File: src/common/pin_pkg.sv
// Purpose: Shared constants and types for the posted interrupt notify block
// Assumes: Descriptor is 512 bits, accessed as one atomic read-modify-write
// Notes:   Field positions follow the descriptor layout
package pin_pkg;
    localparam int DESC_W        = 512;
    localparam int REQ_LO        = 0;
    localparam int REQ_HI        = 255;
    localparam int OUTST_BIT     = 256;
    localparam int SUPP_BIT      = 257;
    localparam int VEC_LO        = 272;
    localparam int VEC_HI        = 279;
    localparam int DST_LO        = 288;
    localparam int DST_HI        = 319;
    localparam int DST8_LO       = 296;
    localparam int DST8_HI       = 303;
    localparam int VEC_W         = 8;
    localparam int DST_W         = 32;
    localparam int ALIGN_W       = 6;    // Descriptor alignment, low address bits dropped

    typedef struct packed {
        logic             posting_mode_flag;
        logic             urgent_flag;
        logic [VEC_W-1:0] vector;
    } pin_remap_t;

    typedef struct packed {
        logic [DST_W-1:0] notify_destination;
        logic [VEC_W-1:0] notify_vector;
        logic             edge_trigger;
        logic             level_asserted;
    } pin_notify_t;

    typedef enum logic {
        PIN_DST_8 = 1'b0,
        PIN_DST_32 = 1'b1
    } pin_dst_mode_t;
endpackage : pin_pkg

File: src/logic/pin_decide.sv
// Purpose: Combinational posting decision on one descriptor image
// Assumes: Caller registers the results
// Notes:   Pure function of the read descriptor, request and destination mode
`timescale 1ns/1ps
module pin_decide (
    input  wire logic [pin_pkg::DESC_W-1:0] desc_in,
    input  wire pin_pkg::pin_remap_t        req,
    input  wire pin_pkg::pin_dst_mode_t     dst_mode,
    output logic [pin_pkg::DESC_W-1:0]      desc_out,
    output logic                            send,
    output pin_pkg::pin_notify_t            note
);
    import pin_pkg::*;
    logic non_urgent;
    logic suppressed;

    assign non_urgent = req.posting_mode_flag && !req.urgent_flag;
    assign suppressed = non_urgent && desc_in[SUPP_BIT];

    always_comb begin
        desc_out = desc_in;
        desc_out[REQ_LO + int'(req.vector)] = 1'b1;
        send = 1'b0;
        if (!suppressed && !desc_in[OUTST_BIT]) begin
            desc_out[OUTST_BIT] = 1'b1;
            send = 1'b1;
        end
        note.notify_vector = desc_in[VEC_HI:VEC_LO];
        note.edge_trigger = 1'b1;
        note.level_asserted = 1'b1;
        if (dst_mode == PIN_DST_32) begin
            note.notify_destination = desc_in[DST_HI:DST_LO];
        end else begin
            note.notify_destination = DST_W'(desc_in[DST8_HI:DST8_LO]);
        end
    end
endmodule : pin_decide

File: src/logic/pin_notify.sv
// Purpose: Posts remapped interrupts into a descriptor and issues notifications
// Assumes: Memory port grants an atomic locked read then write of one descriptor
// Notes:   One request in flight; notification only after write is acknowledged
//
// Overview of operation
// - 8-bit mode destination from bits 303:296
// - 32-bit mode destination from bits 319:288
// - Notification vector from bits 279:272
// - Notify is physical, edge, level asserted
// - Non-urgent means posting set, urgent clear
// - Suppress on non-urgent: post bit, no notify, outstanding unchanged
// - Outstanding clear: set it and notify
// - Outstanding set: post bit, no notify
// - Outstanding one means notify pending at processor
// - Low 256 bits are per-vector request bitmap
// - Posted once vector bit is set
`timescale 1ns/1ps
module pin_notify #(
    parameter int ADDR_W = 64
) (
    input  wire logic                        clock,
    input  wire logic                        rst,
    input  wire pin_pkg::pin_dst_mode_t      dst_mode,
    input  wire logic                        req_valid,
    input  wire pin_pkg::pin_remap_t         req,
    input  wire logic [ADDR_W-1:0]           req_addr,
    output logic                             req_ready,
    output logic                             mem_rd,
    output logic                             mem_wr,
    output logic                             mem_lock,
    output logic [ADDR_W-1:0]                mem_addr,
    output logic [pin_pkg::DESC_W-1:0]       mem_wdata,
    input  wire logic                        mem_rvalid,
    input  wire logic [pin_pkg::DESC_W-1:0]  mem_rdata,
    input  wire logic                        mem_wack,
    output logic                             notify_valid,
    output pin_pkg::pin_notify_t             notify,
    input  wire logic                        notify_ready
);
    import pin_pkg::*;

    // Low address bits are dropped for alignment, so the address must be wider
    if (ADDR_W <= ALIGN_W) begin : g_addr_check
        $error("ADDR_W too small for aligned descriptor");
    end

    typedef enum logic [2:0] {S_IDLE, S_READ, S_WRITE, S_NOTE, S_DONE} pin_state_t;
    pin_state_t state_r;
    pin_remap_t req_r;
    logic [DESC_W-1:0] desc_nxt;
    logic send_nxt;
    logic send_r;
    pin_notify_t note_nxt;

    pin_decide u_decide (
        .desc_in  (mem_rdata),
        .req      (req_r),
        .dst_mode (dst_mode),
        .desc_out (desc_nxt),
        .send     (send_nxt),
        .note     (note_nxt)
    );

    // One descriptor in flight; ready returns one cycle after done
    always_ff @(posedge clock) begin
        if (rst) begin
            state_r <= S_IDLE;
        end else begin
            unique case (state_r)
                S_IDLE:  if (req_valid && req_ready) state_r <= S_READ;
                S_READ:  if (mem_rvalid) state_r <= S_WRITE;
                S_WRITE: if (mem_wack) state_r <= send_r ? S_NOTE : S_DONE;
                S_NOTE:  if (notify_ready) state_r <= S_DONE;
                S_DONE:  state_r <= S_IDLE;
            endcase
        end
    end

    always_ff @(posedge clock) begin
        if (rst) begin
            req_ready <= 1'b1;
            req_r <= '0;
            mem_addr <= '0;
        end else if (state_r == S_IDLE && req_valid && req_ready) begin
            req_ready <= 1'b0;
            req_r <= req;
            mem_addr <= {req_addr[ADDR_W-1:ALIGN_W], ALIGN_W'(0)};
        end else if (state_r == S_DONE) begin
            req_ready <= 1'b1;
        end
    end

    // Lock held from read through write so processor updates are not lost
    always_ff @(posedge clock) begin
        if (rst) begin
            mem_rd <= 1'b0;
            mem_wr <= 1'b0;
            mem_lock <= 1'b0;
            mem_wdata <= '0;
            send_r <= 1'b0;
        end else begin
            mem_rd <= 1'b0;
            if (state_r == S_IDLE && req_valid && req_ready) begin
                mem_rd <= 1'b1;
                mem_lock <= 1'b1;
            end
            if (state_r == S_READ && mem_rvalid) begin
                mem_wr <= 1'b1;
                mem_wdata <= desc_nxt;
                send_r <= send_nxt;
            end
            if (state_r == S_WRITE && mem_wack) begin
                mem_wr <= 1'b0;
                mem_lock <= 1'b0;
            end
        end
    end

    // Captured at read time so a later mode change cannot alter a pending event
    always_ff @(posedge clock) begin
        if (rst) begin
            notify_valid <= 1'b0;
            notify <= '0;
        end else begin
            if (state_r == S_READ && mem_rvalid) notify <= note_nxt;
            if (state_r == S_WRITE && mem_wack && send_r) notify_valid <= 1'b1;
            else if (notify_valid && notify_ready) notify_valid <= 1'b0;
        end
    end
endmodule : pin_notify

File: config.mk
export PLATFORM = sky130hd
export DESIGN_NAME = pin_notify
export DESIGN_NICKNAME = d
export VERILOG_FILES = /design/src/common/pin_pkg.sv /design/src/logic/pin_decide.sv /design/src/logic/pin_notify.sv
export SDC_FILE = /design/constraint.sdc
export NUM_CORES = 1
export LEC_CHECK = 0
export BUFFER_PORTS_ARGS = -buffer_cell sky130_fd_sc_hd__clkbuf_2
export CAP_MARGIN = 20
export CORE_AREA = 2 2 477 479
export DETAILED_ROUTE_END_ITERATION = 8
export DIE_AREA = 0 0 479 481
export GPL_ROUTABILITY_DRIVEN = 0
export HOLD_SLACK_MARGIN = 0.02
export PLACE_DENSITY_LB_ADDON = 0.25
export SKIP_CTS_REPAIR_TIMING = 1
export SLEW_MARGIN = 40
export SYNTH_ARGS = -nofsm -noshare
export SYNTH_HDL_FRONTEND = slang
export SYNTH_SLANG_ARGS = --single-unit
export TNS_END_PERCENT = 1
File: constraint.sdc
create_clock -name clock -period 1.9 [get_ports clock]
set_input_delay 0.38 -clock clock [delete_from_list [all_inputs] [get_ports clock]]
set_output_delay 0.38 -clock clock [all_outputs]
set_load 0.005 [all_outputs]
==> run_results.csv <==
group,metric,value,unit
global_routing,antenna_found_initial,42,
route,via_count,28029,
logic_synthesis,syn-cell-area,23510,um^2
setup_path,crit_chain,"or4b_2 > buf_12 > nor2_1 > nor3_1 > nor3_1",
logic_synthesis,yosys-top-cells-count,"676 x nand2_1, 622 x dfxtp_1, 518 x nor2_1",
logic_synthesis,synth_top_area_share,52.96,%
timing,clock_skew,0.03609,ns
status,status,"finished, violations left",
die,num_rows,175,
min_path,hold_class,"in -> reg",
global_routing,grt_usage,13.14,%
timing,layout_setup_ws,0.06851,ns
clock_network,cts-buffers-inserted,84,
setup_path,cp_top_family,"simple AND/OR/NAND/NOR gates",
min_path,hold-path-endpoint,"mem_wdata[194]",
timing,finalHoldViolCount,1,
power_and_ir_drop,p_total,46970,uW
setup_path,crit_fanout,16,
setup_path,crit_top_cell,"nor3_1",
clock_network,cts_tree,"yes",
route,wire_per_inst,20.60,um
logic_synthesis,avgSynthCellArea,7.641,um^2
route,wl,161600,um
clock_network,clkTransAtPathRegs,0.06,ns
cells_and_area,drive_gt1_share,31.62,%
min_path,hp-start,"mem_rdata[194]",
setup_path,crit_required,2.52,ns
setup_path,cp-start-kind,"register",
timing,max-slew-margin-rel,57.04,%
timing,setup_violations,0,
setup_path,critPathLaunch,"req_r[0]",
setup_path,worstSetupPathType,"reg -> reg",
clock_network,ctsRootBufferMaster,"clkbuf_16",
power_and_ir_drop,ir_drop,0.6379,mV
clock_network,cts_buffer_depth,3,
logic_synthesis,ys_ff_latch,622,
min_path,whs_path_depth,3,
logic_synthesis,ys.flop_type,"dfxtp_1",
placed_design,dp_slack,-0.1498,ns
global_routing,grt_max_degree,105,
timing,max_freq,546.0,MHz
cells_and_area,stdcell_area,42090,um^2
power_and_ir_drop,p_per_area,1116,nW/um^2
die,start_util,10.41,%
setup_path,path_buf_inv,1,
logic_synthesis,syn_inst,3077,
clock_network,clkSinkCount,622,
setup_path,crit_slowest_cell,"or4b_2",
die,coreArea,225700,um^2
timing,fin_crit_sh,96.39,%
cells_and_area,seqCellArea,12450,um^2
die,die_w,479,um
logic_synthesis,synthTopCellsByArea,"dfxtp_1 53%, nand2_1 11%, nor3_1 10%, nor2_1 8.3%, a21oi_1 7.5%",
cells_and_area,area_delta_synth_final,79.04,%
clock_network,cts_max_level,3,
logic_synthesis,synth-edff-count,0,
cells_and_area,multiInputGateArea,9857,um^2
placed_design,portBuffers,1203,
placed_design,placed_area,33900,um^2
global_routing,grt_pass1_vias,25389,
status,violations,"hold timing",
setup_path,reg2reg_depth,5,
global_routing,grt_overflow,0,
logic_synthesis,yosys_warnings,0,
setup_path,r2r_slack,0.07,ns
timing,rsz0062_at_grt,"true",
clock_network,clkLatencyLatePin,0.72,ns
logic_synthesis,synth.distinct_cells,36,
route,ant_nets,0,
route,drtIter0Drc,1644,
cells_and_area,nets,5356,
logic_synthesis,yosysMostFrequentCell,"nand2_1",
global_routing,grt_pass1_wl,211900,um
route,vias_per_cell,3.573,
route,firstDrtPassIters,6,
setup_path,critPathMaxStageDelay,0.73,ns
logic_synthesis,ys_async_sr_fraction,0,%
cells_and_area,fillerInstances,25669,
setup_path,cp_data_arrival_time,2.45,ns
power_and_ir_drop,leakage,0.01711,uW
die,die_area,230400,um^2
timing,hold_ws,-0.003803,ns
setup_path,timing.rr.end,"mem_wdata[164]",
timing,slew_violations,0,
setup_path,end_kind,"register",
timing,worst_pin_slew,0.6444,ns
logic_synthesis,yosysTopAreaCell,"dfxtp_1",
route,drc,0,
die,die_h,481,um
run,maxCapViolations,0,
logic_synthesis,seq_area_frac_synth,52.96,%
setup_path,timing.rr.start,"req_r[0]",
placed_design,dp_hpwl,125900,um
timing,min_period,1.831,ns
die,io_pins,1216,
cells_and_area,final_core_utilization,18.65,%
==> cells by family after synthesis <==
kind of cell | after synthesis | synth area share [%]
buffers and inverters | 290 | 5.492
other | 1 | 0.01595
flip-flops | 622 | 52.96
AO/OA/AOI/OAI | 369 | 8.031
multiplexers | 10 | 0.4258
AND/OR/NAND/NOR | 1785 | 33.07
==> power breakdown <==
group | internal (uW) | total (uW) | switching (uW)
registers | 15300 | 16700 | 1350
clock network | 9340 | 16200 | 6820
logic | 5630 | 14100 | 8500
total | 30300 | 47000 | 16700
==> layer usage <==
metal	global-route usage (%)	share of wire, %	vias up
met5	0	0.064	-
met4	4.565	3.1	16
met3	6.496	11	238
met2	20.75	45	1278
met1	15.32	41	13004
li1	-	-	13493
==> layout by cell type, fill, tap and decap left out, drive strengths merged, types with 10 or more instances in the layout <==
cell	count
mux2i	10
dlygate4sd3	538
nor3	513
nand2	676
dfxtp	622
a21oi	352
clkbuf	1321
nor2	528
buf	142
diode	13
nand3	25
clkinv	14
nand4bb	12
==> cell type report <==
class                   instances  share of cell area, %
clock buffers                 119                  5.567
multi-input cells            2170                  23.42
diodes                         13                0.07728
repair buffers               1882                  31.43
inverters                       3                0.02675
well taps                    3009                  8.944
flip-flops and latches        622                  29.59
clock inverters                27                 0.9542
==> worst min-delay path, cell delays in order <==
cell,delay [ns]
clkbuf_2,0.08
nor3_1,0.05
nor3_1,0.14
==> worst max path at each step <==
stage | end | slack (ns) | cells after the start
finish | mem_wdata[164] | 0.07 | 5
global route | mem_wdata[178] | -0.006 | 6
CTS | mem_wdata[62] | -0.16 | 7
detailed placement | mem_wdata[62] | -0.15 | 7
global placement | mem_wdata[62] | -0.13 | 7
floorplan | mem_wdata[144] | 0.33 | 7
==> metrics by stage <==
stage               cells  setup TNS [ns]
global placement     7148         -0.1531
global route         7841        -0.01369
detailed placement   7148         -0.1763
floorplan            3082               0
CTS                  7294         -0.3385
finish               7845               0
==> flip-flops by register name, indices dropped and copies added (netlist names) <==
| register | flops |
|---|---|
| state_r | 3 |
| mem_addr | 58 |
| mem_wdata | 512 |
| req_r | 10 |
| req_ready | 1 |
| notify_valid | 1 |
| mem_lock | 1 |
| mem_rd | 1 |
| mem_wr | 1 |
| notify | 33 |
| send_r | 1 |
Note: power is estimated with default switching activity, not from simulation.
